==> src/design/pcc_regs.svh <==
// offsets, field positions and fixed values of the configuration command and class registers
`ifndef PCC_REGS_SVH
`define PCC_REGS_SVH

// register byte offsets inside configuration space
`define PCC_OFF_CMD_STAT    8'h04
`define PCC_OFF_CLASS_REV   8'h08

// command word field positions
`define PCC_CMD_IO          0
`define PCC_CMD_MEM         1
`define PCC_CMD_MASTER      2
`define PCC_CMD_SPECIAL     3
`define PCC_CMD_MWI         4
`define PCC_CMD_VGA_SNOOP   5
`define PCC_CMD_PERR_RESP   6
`define PCC_CMD_STEPPING    7
`define PCC_CMD_SERR_EN     8
`define PCC_CMD_FAST_B2B    9

// status half field positions, counted in the 32-bit register
`define PCC_STS_RSVD_LO     10
`define PCC_STS_RSVD_HI     19
`define PCC_STS_CAP_LIST    20
`define PCC_STS_66MHZ       21
`define PCC_STS_UDF         22
`define PCC_STS_FAST_B2B_CAP 23

// command reset value and the mask of bits software may change
`define PCC_CMD_RESET       16'h0000
`define PCC_CMD_RW_MASK     16'h0347

// fixed status half: medium devsel, fast back-to-back capable, capability list
`define PCC_STS_VALUE       16'h0290

// class code fields
`define PCC_BASE_CLASS      8'h02
`define PCC_SUB_CLASS       8'h00
`define PCC_PROG_IF         8'h00

`endif

==> src/design/pcc_pkg.sv <==
// types shared by the configuration command and class register block
package pcc_pkg;

  // one configuration cycle as handed over by the target decoder
  typedef struct packed {
    logic        valid;
    logic        write;
    logic [7:0]  addr;
    logic [3:0]  be;
    logic [31:0] wdata;
  } pcc_cfg_req_s;

  // state of the pin synchroniser
  typedef struct packed {
    logic ff1;
    logic ff2;
    logic ff3;
    logic level;
  } pcc_sync_s;

  // state of the register block
  typedef struct packed {
    logic [15:0] cmd;
    logic        ack;
    logic [31:0] rdata;
    logic        serr_oe;
    logic        serr_lvl;
    logic        perr_oe;
    logic        perr_lvl;
    logic        io_claim;
    logic        mem_claim;
    logic        master_grant;
    logic        master_perr;
    logic        master_halt;
  } pcc_state_s;

endpackage

==> src/design/pcc_cfg_cmd.sv <==
// configuration command, status and class/revision registers of the ethernet function
`timescale 1ns/1ps
`default_nettype none
`include "pcc_regs.svh"

module pcc_cfg_cmd #(
  // arbitrary silicon revision code, chosen neutral
  parameter logic [7:0] REVISION = 8'h10
) (
  input  wire logic                  clk_i,
  input  wire logic                  rst_n_i,
  // configuration cycle port
  input  wire pcc_pkg::pcc_cfg_req_s cfg_req_i,
  output logic                       cfg_ack_o,
  output logic [31:0]                cfg_rdata_o,
  // decode hits and requests from the bus interface
  input  wire logic                  io_hit_i,
  input  wire logic                  mem_hit_i,
  input  wire logic                  special_cycle_i,
  input  wire logic                  master_req_i,
  input  wire logic                  master_active_i,
  input  wire logic                  addr_parity_err_i,
  input  wire logic                  data_parity_err_i,
  input  wire logic                  parity_error_select_i,
  // open-drain error pins
  input  wire logic                  serr_n_i,
  output logic                       serr_n_o,
  output logic                       serr_oe_o,
  input  wire logic                  perr_n_i,
  output logic                       perr_n_o,
  output logic                       perr_oe_o,
  // gated results towards the bus interface and datapath
  output logic                       io_claim_o,
  output logic                       mem_claim_o,
  output logic                       master_grant_o,
  output logic                       master_perr_o,
  output logic                       master_halt_o,
  output logic                       fast_back_to_back_o
);

  localparam pcc_pkg::pcc_state_s RESET_STATE = '{
    cmd:          `PCC_CMD_RESET,
    ack:          1'b0,
    rdata:        32'h0000_0000,
    serr_oe:      1'b0,
    serr_lvl:     1'b1,
    perr_oe:      1'b0,
    perr_lvl:     1'b1,
    io_claim:     1'b0,
    mem_claim:    1'b0,
    master_grant: 1'b0,
    master_perr:  1'b0,
    master_halt:  1'b0
  };

  pcc_pkg::pcc_state_s st_r;
  pcc_pkg::pcc_state_s st_nxt;
  logic                perr_seen_n;
  logic                hit_cmd;
  logic                hit_class;
  logic [31:0]         cmd_stat_word;
  logic [31:0]         class_word;
  logic [15:0]         cmd_wr;
  logic                perr_err;

  // the mask is sliced per byte lane, which a bare literal does not allow
  localparam logic [15:0] CMD_RW_MASK   = `PCC_CMD_RW_MASK;
  localparam logic [15:0] CMD_HARD_ZERO = (16'h0001 << `PCC_CMD_SPECIAL) | (16'h0001 << `PCC_CMD_MWI)
                                        | (16'h0001 << `PCC_CMD_VGA_SNOOP) | (16'h0001 << `PCC_CMD_STEPPING);

  // a hardwired zero bit inside the writable mask could be set by software
  if ((CMD_RW_MASK & CMD_HARD_ZERO) != 16'h0000) begin : g_mask_guard
    $error("writable command mask covers a hardwired bit");
  end

  // bus PERR# is a pin, so it passes the three-stage filter first
  pcc_pin_sync #(
    .RESET_VAL (1'b1)
  ) u_perr_sync (
    .clk_i   (clk_i),
    .rst_n_i (rst_n_i),
    .pin_i   (perr_n_i),
    .level_o (perr_seen_n)
  );

  // address decode on dword boundaries; byte lanes are handled per byte
  assign hit_cmd   = {cfg_req_i.addr[7:2], 2'b00} == `PCC_OFF_CMD_STAT;
  assign hit_class = {cfg_req_i.addr[7:2], 2'b00} == `PCC_OFF_CLASS_REV;

  // read view of command/status; status half is fixed, reserved bits zero
  assign cmd_stat_word = {`PCC_STS_VALUE, st_r.cmd & `PCC_CMD_RW_MASK};

  // class code and revision are constants
  assign class_word = {`PCC_BASE_CLASS, `PCC_SUB_CLASS, `PCC_PROG_IF, REVISION};

  // a read-only bit keeps zero whatever is written, since the mask clears it
  always_comb begin
    cmd_wr = st_r.cmd;
    if (cfg_req_i.be[0]) begin
      cmd_wr[7:0] = cfg_req_i.wdata[7:0] & CMD_RW_MASK[7:0];
    end
    if (cfg_req_i.be[1]) begin
      cmd_wr[15:8] = cfg_req_i.wdata[15:8] & CMD_RW_MASK[15:8];
    end
  end

  // our own PERR# drive is masked only by its current enable, but the filtered line shows that drive four cycles later
  assign perr_err = !perr_seen_n && master_active_i && !st_r.perr_oe;

  // next state of the whole block
  always_comb begin
    st_nxt = st_r;

    // configuration access: answer one cycle after the request, status writes ignored
    st_nxt.ack = cfg_req_i.valid;
    if (cfg_req_i.valid && !cfg_req_i.write) begin
      if (hit_cmd) begin
        st_nxt.rdata = cmd_stat_word;
      end else if (hit_class) begin
        st_nxt.rdata = class_word;
      end else begin
        st_nxt.rdata = 32'h0000_0000;
      end
    end
    if (cfg_req_i.valid && cfg_req_i.write && hit_cmd) begin
      st_nxt.cmd = cmd_wr;
    end

    // SERR# on address parity only when enabled, one cycle low
    st_nxt.serr_oe  = addr_parity_err_i && st_r.cmd[`PCC_CMD_SERR_EN];
    st_nxt.serr_lvl = !(addr_parity_err_i && st_r.cmd[`PCC_CMD_SERR_EN]);

    // PERR# as target only under parity response
    st_nxt.perr_oe  = data_parity_err_i && st_r.cmd[`PCC_CMD_PERR_RESP];
    st_nxt.perr_lvl = !(data_parity_err_i && st_r.cmd[`PCC_CMD_PERR_RESP]);

    // PERR# monitored as initiator; select chooses report only or also halt
    st_nxt.master_perr = perr_err && st_r.cmd[`PCC_CMD_PERR_RESP];
    st_nxt.master_halt = perr_err && st_r.cmd[`PCC_CMD_PERR_RESP] && parity_error_select_i;

    // master grant gated by bus master enable; a halt withholds the grant in each cycle it is raised
    st_nxt.master_grant = master_req_i && st_r.cmd[`PCC_CMD_MASTER] && !st_nxt.master_halt;

    // target claims gated by space enables; special cycles never claim
    st_nxt.mem_claim = mem_hit_i && st_r.cmd[`PCC_CMD_MEM] && !special_cycle_i;
    st_nxt.io_claim  = io_hit_i && st_r.cmd[`PCC_CMD_IO] && !special_cycle_i;
  end

  // single register for all state, synchronous reset
  always_ff @(posedge clk_i) begin
    if (!rst_n_i) begin
      st_r <= RESET_STATE;
    end else begin
      st_r <= st_nxt;
    end
  end

  // outputs straight from state flip-flops
  assign cfg_ack_o           = st_r.ack;
  assign cfg_rdata_o         = st_r.rdata;
  assign serr_n_o            = st_r.serr_lvl;
  assign serr_oe_o           = st_r.serr_oe;
  assign perr_n_o            = st_r.perr_lvl;
  assign perr_oe_o           = st_r.perr_oe;
  assign io_claim_o          = st_r.io_claim;
  assign mem_claim_o         = st_r.mem_claim;
  assign master_grant_o      = st_r.master_grant;
  assign master_perr_o       = st_r.master_perr;
  assign master_halt_o       = st_r.master_halt;
  assign fast_back_to_back_o = st_r.cmd[`PCC_CMD_FAST_B2B];

  // serr_n_i is only the wire level; this block has no reason to watch it
  logic unused_serr;
  assign unused_serr = serr_n_i;

  // helper: request of the previous cycle
  logic       prev_rd_cmd;
  logic       prev_rd_class;
  always_ff @(posedge clk_i) begin
    if (!rst_n_i) begin
      prev_rd_cmd   <= 1'b0;
      prev_rd_class <= 1'b0;
    end else begin
      prev_rd_cmd   <= cfg_req_i.valid && !cfg_req_i.write && hit_cmd;
      prev_rd_class <= cfg_req_i.valid && !cfg_req_i.write && hit_class;
    end
  end

  // reference command word built from the write stream alone, to judge read-back
  logic [15:0] shadow_cmd;
  always_ff @(posedge clk_i) begin
    if (!rst_n_i) begin
      shadow_cmd <= `PCC_CMD_RESET;
    end else if (cfg_req_i.valid && cfg_req_i.write && hit_cmd) begin
      shadow_cmd <= {cfg_req_i.be[1] ? cfg_req_i.wdata[15:8] & CMD_RW_MASK[15:8] : shadow_cmd[15:8],
                     cfg_req_i.be[0] ? cfg_req_i.wdata[7:0] & CMD_RW_MASK[7:0] : shadow_cmd[7:0]};
    end
  end
endmodule

`default_nettype wire

==> src/design/pcc_pin_sync.sv <==
// three-stage pin synchroniser whose output follows once stages two and three agree
`timescale 1ns/1ps
`default_nettype none

module pcc_pin_sync #(
  parameter logic RESET_VAL = 1'b1
) (
  input  wire logic clk_i,
  input  wire logic rst_n_i,
  input  wire logic pin_i,
  output logic      level_o
);

  pcc_pkg::pcc_sync_s st_r;
  pcc_pkg::pcc_sync_s st_nxt;

  // ff1 feeds ff2 only; the agreement check looks at ff2 and ff3
  always_comb begin
    st_nxt       = st_r;
    st_nxt.ff1   = pin_i;
    st_nxt.ff2   = st_r.ff1;
    st_nxt.ff3   = st_r.ff2;
    if (st_r.ff2 == st_r.ff3) begin
      st_nxt.level = st_r.ff3;
    end
  end

  // synchronous reset to the idle level of the pin
  always_ff @(posedge clk_i) begin
    if (!rst_n_i) begin
      st_r <= {RESET_VAL, RESET_VAL, RESET_VAL, RESET_VAL};
    end else begin
      st_r <= st_nxt;
    end
  end

  assign level_o = st_r.level;

endmodule

`default_nettype wire

==> config.mk <==
export PLATFORM = sky130hd
export DESIGN_NAME = pcc_cfg_cmd
export DESIGN_NICKNAME = d
export VERILOG_FILES = /design/src/design/pcc_pkg.sv /design/src/design/pcc_cfg_cmd.sv /design/src/design/pcc_pin_sync.sv
export VERILOG_INCLUDE_DIRS = /design/src /design/src/design
export SDC_FILE = /design/constraint.sdc
export NUM_CORES = 1
export LEC_CHECK = 0
export ABC_AREA = 1
export BUFFER_PORTS_ARGS = -buffer_cell sky130_fd_sc_hd__clkbuf_2
export CAP_MARGIN = 20
export CORE_AREA = 2 2 64 66
export CTS_BUF_LIST = sky130_fd_sc_hd__clkbuf_16
export CTS_CLUSTER_SIZE = 10
export DETAILED_ROUTE_END_ITERATION = 10
export DIE_AREA = 0 0 66 68
export PLACE_DENSITY_LB_ADDON = 0.12
export SKIP_CTS_REPAIR_TIMING = 1
export SLEW_MARGIN = 25
export SYNTH_ARGS = -nofsm -noshare
export SYNTH_HDL_FRONTEND = slang
export SYNTH_SLANG_ARGS = --single-unit
==> constraint.sdc <==
create_clock -name clk_i -period 0.81 [get_ports clk_i]
set_clock_uncertainty 0.05 [all_clocks]
set_input_delay 0 -clock clk_i [delete_from_list [all_inputs] [get_ports clk_i]]
set_output_delay 0 -clock clk_i [all_outputs]
set_load 0.02 [all_outputs]
==> qor.json, run 1 <==
{
  "placement.cell_area": {"value": 1530, "unit": "um2"},
  "ctsHtreeMaxLevel": {"value": 2},
  "synth-xor-area-share": {"value": 0, "unit": "%"},
  "diodes": {"value": 0},
  "grt_pass1_wl": {"value": 3890, "unit": "um"},
  "synth_top_area_share": {"value": 44.9, "unit": "%"},
  "synthesis.area_per_instance": {"value": 8.03, "unit": "um2"},
  "proportion_of_synthesized_chip_area_in_sequential_cells": {"value": 44.9, "unit": "%"},
  "max_rail_drop_vdd": {"value": 0.744, "unit": "mV"},
  "multi_input_logic_area": {"value": 513, "unit": "um2"},
  "yosys-mux-area-fraction": {"value": 0, "unit": "%"},
  "layout_commonest_cell": {"value": "sky130_fd_sc_hd__clkbuf_2"},
  "category_of_the_worst_setup_path_launch_point": {"value": "register"},
  "clock_tree.root_cell": {"value": "sky130_fd_sc_hd__clkbuf_16"},
  "layout.filler_cells": {"value": 411},
  "dr.pass1.iters": {"value": 4},
  "run_status": {"value": "finished with violations"},
  "total_power_divided_by_cell_area": {"value": 1870, "unit": "nW/um2"},
  "min-delay-path-class": {"value": "in -> reg"},
  "yosys-top-cells-area": {"value": "sky130_fd_sc_hd__dfxtp_1 (45%), sky130_fd_sc_hd__buf_4 (13%), sky130_fd_sc_hd__inv_1 (8.1%), sky130_fd_sc_hd__nand2_1 (7.3%), sky130_fd_sc_hd__nand3_1 (3.9%)"},
  "holdWs": {"value": -0.0818, "unit": "ns"},
  "maxSlewViolCount": {"value": 0},
  "detail_route.wl_per_cell": {"value": 9.62, "unit": "um"},
  "yosysUniqueCellTypes": {"value": 25},
  "synth_top_family_by_area": {"value": "simple AND/OR/NAND/NOR gates"},
  "period_minus_slack": {"value": 0.935, "unit": "ns"},
  "grt_pass1_vias": {"value": 914},
  "num_io_pins": {"value": 101},
  "port_buffers": {"value": 47},
  "total_switching_power": {"value": 0.746, "unit": "mW"},
  "grt_usage": {"value": 11.6, "unit": "%"},
  "clkSinkCount": {"value": 29},
  "initial_utilization": {"value": 33.5, "unit": "%"},
  "synth_compound_area_share": {"value": 4.45, "unit": "%"},
  "dp_hpwl": {"value": 2040, "unit": "um"},
  "clk_latency": {"value": 0.26, "unit": "ns"},
  "power.leakage": {"value": 0.948, "unit": "nW"},
  "seq_area": {"value": 592, "unit": "um2"},
  "core_region_area": {"value": 3860, "unit": "um2"},
  "fp.dieArea": {"value": 4490, "unit": "um2"},
  "worstPathMaxFanout": {"value": 3},
  "gr-total-overflow": {"value": 0},
  "p_int": {"value": 2.64, "unit": "mW"},
  "synth_top_area_cell": {"value": "sky130_fd_sc_hd__dfxtp_1"},
  "synth_cells": {"value": 161},
  "worst_ep_required_time": {"value": 0.91, "unit": "ns"},
  "rsz0062_at_grt": {"value": "yes"},
  "switching_share": {"value": 22.0, "unit": "%"},
  "timing.fmax": {"value": 1.07, "unit": "GHz"},
  "vias_per_cell": {"value": 3.93},
  "ys.warnings.count": {"value": 0},
  "synth-seq-cells": {"value": 29},
  "summed_instance_area_of_the_synthesized_netlist": {"value": 1290, "unit": "um2"},
  "clock_network_power_share": {"value": 48.1, "unit": "%"},
  "numCtsBuffers": {"value": 5},
  "post-place-cells": {"value": 259},
  "finalWirelength": {"value": 2640, "unit": "um"},
  "drive_above_1_share": {"value": 35.3, "unit": "%"},
  "final.setup.worst_slack": {"value": -0.125, "unit": "ns"},
  "min_period_over_period": {"value": 115, "unit": "%"},
  "place_worst_setup_slack": {"value": -0.125, "unit": "ns"},
  "areaGrowthSynthToFinish": {"value": 40.3, "unit": "%"},
  "drt_drc_violations_left": {"value": 0},
  "routed-via-count": {"value": 1078},
  "yosys.area_share.adder": {"value": 0, "unit": "%"},
  "standard_cell_rows": {"value": 23},
  "endpoint_kind": {"value": "register"},
  "final_cell_area": {"value": 1810, "unit": "um2"},
  "floorplan.die.height": {"value": 68, "unit": "um"},
  "nets": {"value": 282},
  "simple_gate_fraction_of_synth_area": {"value": 27.9, "unit": "%"},
  "report.final.hold_viol_count": {"value": 3},
  "worstSetupPathType": {"value": "reg -> reg"},
  "fin_cells": {"value": 274},
  "worst_setup_hold_path_clk_slew": {"value": 0.04, "unit": "ns"},
  "detail-route-antenna-nets": {"value": 0},
  "seq_power_share": {"value": 42.6, "unit": "%"},
  "globalplace.congestion": {"value": 0.691},
  "setup_viol": {"value": 2},
  "violations": {"value": "negative hold slack, negative setup slack"},
  "dr.first_iter.drc_count": {"value": 47},
  "cts_tree": {"value": "yes"},
  "number_of_antenna_violations_at_the_first_check_in_global_routing": {"value": 0},
  "crit_arrival": {"value": 1.04, "unit": "ns"},
  "cts_buffer_depth": {"value": 2},
  "largest_net_degree_at_the_start_of_global_routing": {"value": 12},
  "layout.cells.most_common_list": {"value": "sky130_fd_sc_hd__clkbuf_2 (32), sky130_fd_sc_hd__inv_1 (29), sky130_fd_sc_hd__nand2_1 (25), sky130_fd_sc_hd__conb_1 (22), sky130_fd_sc_hd__dfxtp_1 (22)"},
  "combinational_share_of_power": {"value": 9.3, "unit": "%"},
  "die_w": {"value": 66, "unit": "um"},
  "cap_violations": {"value": 0}
}
## registers in the layout, summed over array words and instances, names as in the netlist
signal / flops
fast_back_to_back_o: 1
cfg_ack_o: 1
master_halt_o: 1
master_perr_o: 1
u_perr_sync.st_nxt: 2
u_perr_sync.level_o: 1
master_grant_o: 1
u_perr_sync.st_r: 1
cfg_rdata_o: 9
serr_oe_o: 1
perr_n_o: 1
serr_n_o: 1
perr_oe_o: 1
mem_claim_o: 1
cmd_stat_word: 5
io_claim_o: 1
## layout make-up
cell class | count | share of cell area (%)
timing repair buffer | 60 | 22.3
multi-input combinational | 99 | 28.3
sequential | 29 | 32.6
clock buffer | 5 | 6.90
tap | 50 | 3.45
inverter | 29 | 6.00
clock inverter | 2 | 0.414
## critical path, stage by stage (launching register included)
cell and delay, ns:
sky130_fd_sc_hd__dfxtp_2 0.32, sky130_fd_sc_hd__nor2_2 0.11, sky130_fd_sc_hd__nand3_2 0.09, sky130_fd_sc_hd__o211ai_1 0.20, sky130_fd_sc_hd__inv_1 0.05
## stage by stage
step                TNS, ns  util, %  total power [mW]
floorplan           -0.0710        -              1.73
global placement      -1.11     39.6              1.75
detailed placement    -1.47     39.6              1.75
CTS                  -0.386     43.0              3.41
global route         -0.275     47.0              3.52
finish               -0.125     47.0              3.38
## power groups by stage
stage / sequential, mW / clock (mW) / combinational (mW)
3_3_place_gp: 1.47 / 0 / 0.281
2_1_floorplan: 1.48 / 0 / 0.251
3_5_place_dp: 1.47 / 0 / 0.281
5_1_grt: 1.44 / 1.73 / 0.348
4_1_cts: 1.44 / 1.68 / 0.282
6_report: 1.44 / 1.63 / 0.315
## path summary, 6_finish.rpt
check | start | to | slack (ns) | depth (start not counted)
max | perr_oe_o | master_grant_o | -0.12 | 4
min | parity_error_select_i | master_halt_o | -0.08 | 3
max reg2reg | perr_oe_o | master_grant_o | -0.12 | 4
min reg2reg | u_perr_sync.st_nxt[2] | u_perr_sync.st_nxt[1] | 0.36 | 1
## cell usage after synthesis (all sizes together)
master / n
a21oi: 4
and2: 1
buf: 24
clkbuf: 1
conb: 1
dfxtp: 29
inv: 29
nand2: 27
nand3: 12
nand4: 7
nor2: 13
nor3: 1
nor3b: 2
o211ai: 1
o21ai: 6
or2: 3
## cells by family after synthesis
group                  after synthesis
DFF                                 29
AOI/OAI and AO/OA                   11
and+or+nand+nor                     66
buffers and inverters               54
other                                1
## layer usage
metal / wire (um) / track usage, % / part of all wire [%] / up-vias
met5: 0 / 0 / 0 / -
met2: 1330 / 19.9 / 50 / 41
met1: 1120 / 12.9 / 43 / 460
met3: 181 / 4.11 / 6.9 / 0
li1: - / - / - / 577
met4: 0 / 5.36 / 0 / 0
No activity file was read; power rests on OpenSTA's default activity.
==> run 2: changes to the inputs <==
--- a/config.mk
+++ b/config.mk
@@ -6,7 +6,6 @@
 export SDC_FILE = /design/constraint.sdc
 export NUM_CORES = 1
 export LEC_CHECK = 0
-export ABC_AREA = 1
 export BUFFER_PORTS_ARGS = -buffer_cell sky130_fd_sc_hd__clkbuf_2
 export CAP_MARGIN = 20
 export CORE_AREA = 2 2 64 66
==> run 2 against run 1 <==
Against the previous run:
- sequential cell count stayed put
- sequential power hardly changed
- die area stayed put
- first-iteration DRC count is 30% lower
- clock power is 24% higher
- non-clock buffer count is 16 higher
- synthesized area is 1.5% lower
- clock-buffer cell count stayed put
- the run still ends with negative hold slack, negative setup slack left
- critical path type unchanged
- routed wire length is 6.8% higher
- utilization is 4.7 points higher
- via count is 2.2% lower
- final area is 10% higher
==> qor.json, run 2 <==
{
  "globalplace.congestion": {"value": 0.758, "change": "+9.7%"},
  "layout.cells.most_common_list": {"value": "sky130_fd_sc_hd__clkbuf_2 (30), sky130_fd_sc_hd__conb_1 (22), sky130_fd_sc_hd__nand2_1 (20), sky130_fd_sc_hd__dfxtp_1 (18)"},
  "yosys-mux-area-fraction": {"value": 4.72, "unit": "%", "change": "+4.7 points"},
  "standard_cell_rows": {"value": 23, "change": "unchanged"},
  "synth_compound_area_share": {"value": 6.69, "unit": "%", "change": "+2.2 points"},
  "timing.fmax": {"value": 1.09, "unit": "GHz", "change": "+2.3%"},
  "setup_viol": {"value": 8, "change": "+6"},
  "numCtsBuffers": {"value": 5, "change": "unchanged"},
  "place_worst_setup_slack": {"value": -0.296, "unit": "ns", "change": "-0.171 ns"},
  "summed_instance_area_of_the_synthesized_netlist": {"value": 1270, "unit": "um2", "change": "-1.5%"},
  "fp.dieArea": {"value": 4490, "unit": "um2", "change": "unchanged"},
  "post-place-cells": {"value": 234, "change": "-9.7%"},
  "async_flop_share": {"value": 0, "unit": "%", "change": "unchanged"},
  "grt_pass1_vias": {"value": 884, "change": "-3.3%"},
  "layout_commonest_cell": {"value": "sky130_fd_sc_hd__clkbuf_2"},
  "number_of_antenna_violations_at_the_first_check_in_global_routing": {"value": 0, "change": "unchanged"},
  "synth_top_area_cell": {"value": "sky130_fd_sc_hd__dfxtp_1"},
  "routed-via-count": {"value": 1054, "change": "-2.2%"},
  "cts_buffer_depth": {"value": 2, "change": "unchanged"},
  "areaGrowthSynthToFinish": {"value": 56.8, "unit": "%"},
  "cts_tree": {"value": "yes"},
  "tns": {"value": -0.353, "unit": "ns", "change": "-0.228 ns"},
  "total_power_divided_by_cell_area": {"value": 1910, "unit": "nW/um2", "change": "+2.5%"},
  "port_buffers": {"value": 47, "change": "unchanged"},
  "min_period_over_period": {"value": 113, "unit": "%", "change": "-2.6 points"},
  "run_status": {"value": "finished with violations"},
  "nets": {"value": 264, "change": "-6.4%"},
  "cap_violations": {"value": 0, "change": "unchanged"},
  "layout.filler_cells": {"value": 373, "change": "-9.2%"},
  "worstSetupPathType": {"value": "reg -> reg"},
  "synth-edff-count": {"value": 0, "change": "unchanged"},
  "report.final.hold_viol_count": {"value": 1, "change": "-2"},
  "synth-xor-area-share": {"value": 0, "unit": "%", "change": "unchanged"},
  "clk_latency": {"value": 0.27, "unit": "ns", "change": "about the same"},
  "final.setup.worst_slack": {"value": -0.104, "unit": "ns", "change": "+0.0211 ns"},
  "grt_pass1_wl": {"value": 4110, "unit": "um", "change": "+5.7%"},
  "synth.cells.most_frequent": {"value": "sky130_fd_sc_hd__dfxtp_1 (29), sky130_fd_sc_hd__buf_4 (24), sky130_fd_sc_hd__nand2_1 (22)"},
  "simple_gate_fraction_of_synth_area": {"value": 23.0, "unit": "%", "change": "-4.9 points"},
  "clkSinkCount": {"value": 29, "change": "unchanged"},
  "max_rail_drop_vdd": {"value": 0.685, "unit": "mV", "change": "-7.9%"},
  "core_region_area": {"value": 3860, "unit": "um2", "change": "unchanged"},
  "rsz0062_at_grt": {"value": "yes"},
  "die_w": {"value": 66, "unit": "um", "change": "unchanged"},
  "gr-total-overflow": {"value": 0, "change": "unchanged"},
  "synth_top_family_by_area": {"value": "simple AND/OR/NAND/NOR gates"},
  "num_io_pins": {"value": 101, "change": "unchanged"},
  "yosys-top-cells-area": {"value": "sky130_fd_sc_hd__dfxtp_1 (46%), sky130_fd_sc_hd__buf_4 (14%), sky130_fd_sc_hd__nand2_1 (6.5%), sky130_fd_sc_hd__a21boi_0 (5.3%), sky130_fd_sc_hd__mux2i_1 (4.7%)"},
  "worst_setup_hold_path_clk_slew": {"value": 0.05, "unit": "ns", "change": "about the same"},
  "endpoint_kind": {"value": "register"},
  "ys_dominant_reg_cell": {"value": "sky130_fd_sc_hd__dfxtp_1"},
  "yosys.area_share.adder": {"value": 0, "unit": "%", "change": "unchanged"},
  "largest_net_degree_at_the_start_of_global_routing": {"value": 12, "change": "unchanged"},
  "floorplan.die.height": {"value": 68, "unit": "um", "change": "unchanged"},
  "dr.pass1.iters": {"value": 4, "change": "unchanged"},
  "power": {"value": 3.82, "unit": "mW", "change": "+13%"},
  "power.leakage": {"value": 0.901, "unit": "nW", "change": "-4.9%"},
  "grt_usage": {"value": 12.7, "unit": "%", "change": "+1.1 points"},
  "dr.first_iter.drc_count": {"value": 33, "change": "-30%"},
  "crit_arrival": {"value": 1.08, "unit": "ns", "change": "+0.04 ns"},
  "clock_tree.root_cell": {"value": "sky130_fd_sc_hd__clkbuf_16"},
  "fin_cells": {"value": 257, "change": "-6.2%"},
  "worstPathMaxFanout": {"value": 3, "change": "unchanged"},
  "ys.warnings.count": {"value": 0, "change": "unchanged"},
  "detail_route.wl_per_cell": {"value": 11.0, "unit": "um", "change": "+14%"},
  "maxSlewViolCount": {"value": 0, "change": "unchanged"},
  "detail-route-antenna-nets": {"value": 0, "change": "unchanged"},
  "finalWirelength": {"value": 2820, "unit": "um", "change": "+6.8%"},
  "diodes": {"value": 0, "change": "unchanged"},
  "violations": {"value": "negative hold slack, negative setup slack"},
  "synth.most_common_cell": {"value": "sky130_fd_sc_hd__dfxtp_1"},
  "ctsHtreeMaxLevel": {"value": 2, "change": "unchanged"},
  "drt_drc_violations_left": {"value": 0, "change": "unchanged"},
  "min-delay-path-class": {"value": "in -> reg"},
  "yosysUniqueCellTypes": {"value": 27, "change": "+8.0%"},
  "dp_hpwl": {"value": 2040, "unit": "um", "change": "about the same"},
  "largest_reg_flops": {"value": 9, "change": "unchanged"},
  "holdWs": {"value": -0.00675, "unit": "ns", "change": "+0.0751 ns"},
  "period_minus_slack": {"value": 0.914, "unit": "ns", "change": "-0.0211 ns"},
  "drive_above_1_share": {"value": 43.0, "unit": "%", "change": "+7.7 points"},
  "initial_utilization": {"value": 33.0, "unit": "%", "change": "-0.52 points"},
  "synth-seq-cells": {"value": 29, "change": "unchanged"},
  "vias_per_cell": {"value": 4.10, "change": "+4.2%"},
  "synth_top_area_share": {"value": 45.6, "unit": "%", "change": "+0.71 points"},
  "synth_cells": {"value": 133, "change": "-17%"},
  "proportion_of_synthesized_chip_area_in_sequential_cells": {"value": 45.6, "unit": "%", "change": "+0.71 points"},
  "synthesis.area_per_instance": {"value": 9.57, "unit": "um2", "change": "+19%"},
  "category_of_the_worst_setup_path_launch_point": {"value": "register"},
  "worst_ep_required_time": {"value": 0.98, "unit": "ns", "change": "+0.07 ns"}
}
## run 2: cell types whose count changed in the layout (fill, tap and decap cells not counted), moves of 5 or more
cell,previous run,this run
sky130_fd_sc_hd__inv_1,29,3
sky130_fd_sc_hd__a21boi_1,0,8
sky130_fd_sc_hd__buf_6,5,12
sky130_fd_sc_hd__nor2_1,8,1
sky130_fd_sc_hd__dlygate4sd3_1,8,14
sky130_fd_sc_hd__mux2i_1,0,6
sky130_fd_sc_hd__nand3_1,9,3
sky130_fd_sc_hd__o21ai_0,6,0
sky130_fd_sc_hd__nand2_1,25,20
## run 2: stage by stage
| step | area, um2 | utilization [%] |
|---|---|---|
| final | 2000 | 51.8 |
| after global routing | 2000 | 51.8 |
| after CTS | 1720 | 44.6 |
| after detailed placement | 1560 | 40.4 |
| after global placement | 1560 | 40.4 |
| after floorplan | 1360 | - |
## run 2: cell families after synthesis
group | Yosys count
other | 1
AO/OA/AOI/OAI | 12
flip-flops | 29
multiplexers | 6
AND/OR/NAND/NOR | 52
buffers and inverters | 33
## run 2: path summary, 6_finish.rpt
kind	slack, ns	depth (start not counted)	startpoint	endpoint
setup / recovery	-0.10	3	cmd_stat_word[6]	master_halt_o
hold / removal	-0.007	4	cfg_req_i[38]	cfg_rdata_o[4]
setup reg to reg	-0.10	3	cmd_stat_word[6]	master_halt_o
hold reg to reg	0.36	1	u_perr_sync.st_nxt[2]	u_perr_sync.st_nxt[1]
## run 2: layout make-up
type	instances	area [um2]	area share, %
Clock buffer	5	125	6.27
Clock inverter	3	37.5	1.88
Inverter	2	7.51	0.376
Multi-Input combinational cell	92	558	28.0
Sequential cell	29	599	30.0
Tap cell	50	62.6	3.13
Timing Repair Buffer	76	606	30.3
## run 2: critical path, stage by stage, from the launching register on
cell and delay [ns]:
sky130_fd_sc_hd__dfxtp_2 0.35, sky130_fd_sc_hd__nand2_2 0.07, sky130_fd_sc_hd__nor4b_4 0.23, sky130_fd_sc_hd__and2_1 0.16
## run 2: metal layers
metal	up-vias	part of all wire [%]	GRT usage, %
li1	544	-	-
met1	470	43	15.2
met2	38	49	19.2
met3	2	6.8	5.43
met4	0	0.60	6.89
met5	-	0	0
## run 2: report_power, final
group	total [mW]	switching [mW]	internal (mW)
Combinational	0.365	0.200	0.166
Clock	2.02	0.594	1.42
Sequential	1.44	0.00407	1.43
==> run 3: changes to the inputs <==
--- a/config.mk
+++ b/config.mk
@@ -8,11 +8,11 @@
 export LEC_CHECK = 0
 export BUFFER_PORTS_ARGS = -buffer_cell sky130_fd_sc_hd__clkbuf_2
 export CAP_MARGIN = 20
-export CORE_AREA = 2 2 64 66
+export CORE_AREA = 2 2 61 63
 export CTS_BUF_LIST = sky130_fd_sc_hd__clkbuf_16
 export CTS_CLUSTER_SIZE = 10
 export DETAILED_ROUTE_END_ITERATION = 10
-export DIE_AREA = 0 0 66 68
+export DIE_AREA = 0 0 63 65
 export PLACE_DENSITY_LB_ADDON = 0.12
 export SKIP_CTS_REPAIR_TIMING = 1
 export SLEW_MARGIN = 25
==> constraint.sdc (replaced) <==
create_clock -name clk_i -period 1 [get_ports clk_i]
set_clock_uncertainty 0.05 [all_clocks]
set_input_delay 0 -clock clk_i [delete_from_list [all_inputs] [get_ports clk_i]]
set_output_delay 0 -clock clk_i [all_outputs]
set_load 0.02 [all_outputs]
==> run 3 against run 2 <==
Against the previous run:
- the flow finishes with violations (negative hold slack)
- routed wire length decreased by 7.2%
- power decreased by 26%
- via count shrank 1.2%
- largest power group unchanged
==> qor.json, run 3 (synthesis gave the netlist of run 2 again) <==
{
  "run_status": {"value": "finished with violations"},
  "violations": {"value": "negative hold slack"},
  "grt_usage": {"value": 12.6, "unit": "%", "change": "-0.054 points"},
  "drive_above_1_share": {"value": 33.8, "unit": "%", "change": "-9.2 points"},
  "worst_setup_hold_path_clk_slew": {"value": 0.05, "unit": "ns", "change": "about the same"},
  "detail-route-antenna-nets": {"value": 0, "change": "unchanged"},
  "layout.filler_cells": {"value": 345, "change": "-7.5%"},
  "crit_arrival": {"value": 1.07, "unit": "ns", "change": "about the same"},
  "min_period_over_period": {"value": 91.7, "unit": "%"},
  "worstPathMaxFanout": {"value": 4, "change": "+1"},
  "areaGrowthSynthToFinish": {"value": 39.2, "unit": "%"},
  "standard_cell_rows": {"value": 22, "change": "-4.3%"},
  "timing.fmax": {"value": 1.09, "unit": "GHz"},
  "multi_input_logic_area": {"value": 542, "unit": "um2", "change": "-2.9%"},
  "diodes": {"value": 0, "change": "unchanged"},
  "power.leakage": {"value": 0.818, "unit": "nW", "change": "-9.3%"},
  "clk_latency": {"value": 0.27, "unit": "ns", "change": "about the same"},
  "initial_utilization": {"value": 36.4, "unit": "%", "change": "+3.4 points"},
  "gr-total-overflow": {"value": 0, "change": "unchanged"},
  "max_rail_drop_vdd": {"value": 0.724, "unit": "mV", "change": "+5.6%"},
  "cts_buffer_depth": {"value": 2, "change": "unchanged"},
  "category_of_the_worst_setup_path_launch_point": {"value": "input pin"},
  "finalWirelength": {"value": 2620, "unit": "um", "change": "-7.2%"},
  "post-place-cells": {"value": 227, "change": "-3.0%"},
  "number_of_antenna_violations_at_the_first_check_in_global_routing": {"value": 0, "change": "unchanged"},
  "dr.pass1.iters": {"value": 4, "change": "unchanged"},
  "grt_pass1_vias": {"value": 874, "change": "-1.1%"},
  "cts_tree": {"value": "yes"},
  "largest_reg_flops": {"value": 9, "change": "unchanged"},
  "report.final.hold_viol_count": {"value": 1, "change": "unchanged"},
  "rsz0062_at_grt": {"value": "no"},
  "min-delay-path-class": {"value": "in -> reg"},
  "setup_viol": {"value": 0, "change": "-8"},
  "drt_drc_violations_left": {"value": 0, "change": "unchanged"},
  "routed-via-count": {"value": 1041, "change": "-1.2%"},
  "core_region_area": {"value": 3500, "unit": "um2", "change": "-9.3%"},
  "dr.first_iter.drc_count": {"value": 28, "change": "-15%"},
  "detail_route.wl_per_cell": {"value": 10.5, "unit": "um", "change": "-4.2%"},
  "total_power_divided_by_cell_area": {"value": 1580, "unit": "nW/um2", "change": "-17%"},
  "layout.cells.most_common_list": {"value": "sky130_fd_sc_hd__clkbuf_2 (47), sky130_fd_sc_hd__dfxtp_1 (29), sky130_fd_sc_hd__nand2_1 (22), sky130_fd_sc_hd__conb_1 (22), sky130_fd_sc_hd__dlygate4sd3_1 (14)"},
  "tns": {"value": 0, "unit": "ns", "change": "+0.353 ns"},
  "vias_per_cell": {"value": 4.18, "change": "+1.9%"},
  "largest_net_degree_at_the_start_of_global_routing": {"value": 12, "change": "unchanged"},
  "die_w": {"value": 63, "unit": "um", "change": "-4.5%"},
  "maxSlewViolCount": {"value": 0, "change": "unchanged"},
  "floorplan.die.height": {"value": 65, "unit": "um", "change": "-4.4%"},
  "seq_area": {"value": 581, "unit": "um2", "change": "-3.1%"},
  "clkSinkCount": {"value": 29, "change": "unchanged"},
  "ctsHtreeMaxLevel": {"value": 2, "change": "unchanged"},
  "layout_commonest_cell": {"value": "sky130_fd_sc_hd__clkbuf_2"},
  "cap_violations": {"value": 0, "change": "unchanged"},
  "period_minus_slack": {"value": 0.917, "unit": "ns"},
  "globalplace.congestion": {"value": 0.775, "change": "+2.2%"},
  "grt_pass1_wl": {"value": 3870, "unit": "um", "change": "-5.9%"},
  "num_io_pins": {"value": 101, "change": "unchanged"},
  "nets": {"value": 258, "change": "-2.3%"},
  "fin_cells": {"value": 249, "change": "-3.1%"},
  "worstSetupPathType": {"value": "in -> reg"},
  "holdWs": {"value": -0.00456, "unit": "ns", "change": "+0.00219 ns"},
  "worst_ep_required_time": {"value": 1.15, "unit": "ns", "change": "+0.17 ns"},
  "clock_tree.root_cell": {"value": "sky130_fd_sc_hd__clkbuf_16"},
  "port_buffers": {"value": 47, "change": "unchanged"},
  "endpoint_kind": {"value": "register"},
  "dp_hpwl": {"value": 1890, "unit": "um", "change": "-7.3%"},
  "numCtsBuffers": {"value": 5, "change": "unchanged"},
  "fp.dieArea": {"value": 4100, "unit": "um2", "change": "-8.8%"}
}
==> run 3: worst paths after layout <==
check | startpoint | endpoint | slack (ns) | cells after the start
setup / recovery | cfg_req_i[41] | cmd_stat_word[2] | 0.08 | 4
hold / removal | cfg_req_i[38] | cfg_rdata_o[4] | -0.005 | 4
hold reg to reg | u_perr_sync.st_nxt[2] | u_perr_sync.st_nxt[1] | 0.36 | 1
setup reg to reg | cmd_stat_word[6] | master_halt_o | 0.10 | 3
==> run 3: metrics by stage <==
| stage | power (mW) | hold slack [ns] | utilization (%) | setup slack, ns | instance area [um2] |
|---|---|---|---|---|---|
| 5_1_grt | 2.91 | 0.00813 | 50.7 | 0.0127 | 1770 |
| 2_1_floorplan | 1.40 | 0.0515 | - | 0.0402 | 1350 |
| 3_5_place_dp | 1.41 | 0.145 | 42.1 | -0.186 | 1470 |
| 3_3_place_gp | 1.41 | 0.136 | 42.1 | -0.119 | 1470 |
| 6_report | 2.81 | -0.00456 | 50.7 | 0.0828 | 1770 |
| 4_1_cts | 2.80 | -0.141 | 46.1 | -0.0658 | 1610 |
==> run 3: critical path: stages <==
cell                       delay (ns)
sky130_fd_sc_hd__clkbuf_2        0.10
sky130_fd_sc_hd__nor4_4          0.35
sky130_fd_sc_hd__and4_1          0.39
sky130_fd_sc_hd__mux2i_1         0.22
==> run 3: per-layer routing <==
layer	global-route usage [%]	vias to the layer above	part of all wire (%)
met1	13.3	468	42
met4	7.50	0	2.4
met5	0	-	0
met3	5.73	6	7.0
met2	20.7	40	49
li1	-	527	-
==> run 3: layout make-up <==
| type | count | share of cell area [%] |
|---|---|---|
| sequential | 29 | 32.8 |
| multi-input combinational | 92 | 30.6 |
| inverter | 2 | 0.424 |
| tap | 48 | 3.39 |
| clock inverter | 3 | 0.777 |
| clock buffer | 5 | 7.06 |
| timing repair buffer | 70 | 25.0 |
==> run 3: where the power goes <==
group	internal, mW	leakage (nW)	total, mW	switching (mW)
Combinational	0.111	0.508	0.263	0.152
Clock	0.898	0.0748	1.38	0.477
Sequential	1.17	0.235	1.17	0.00277
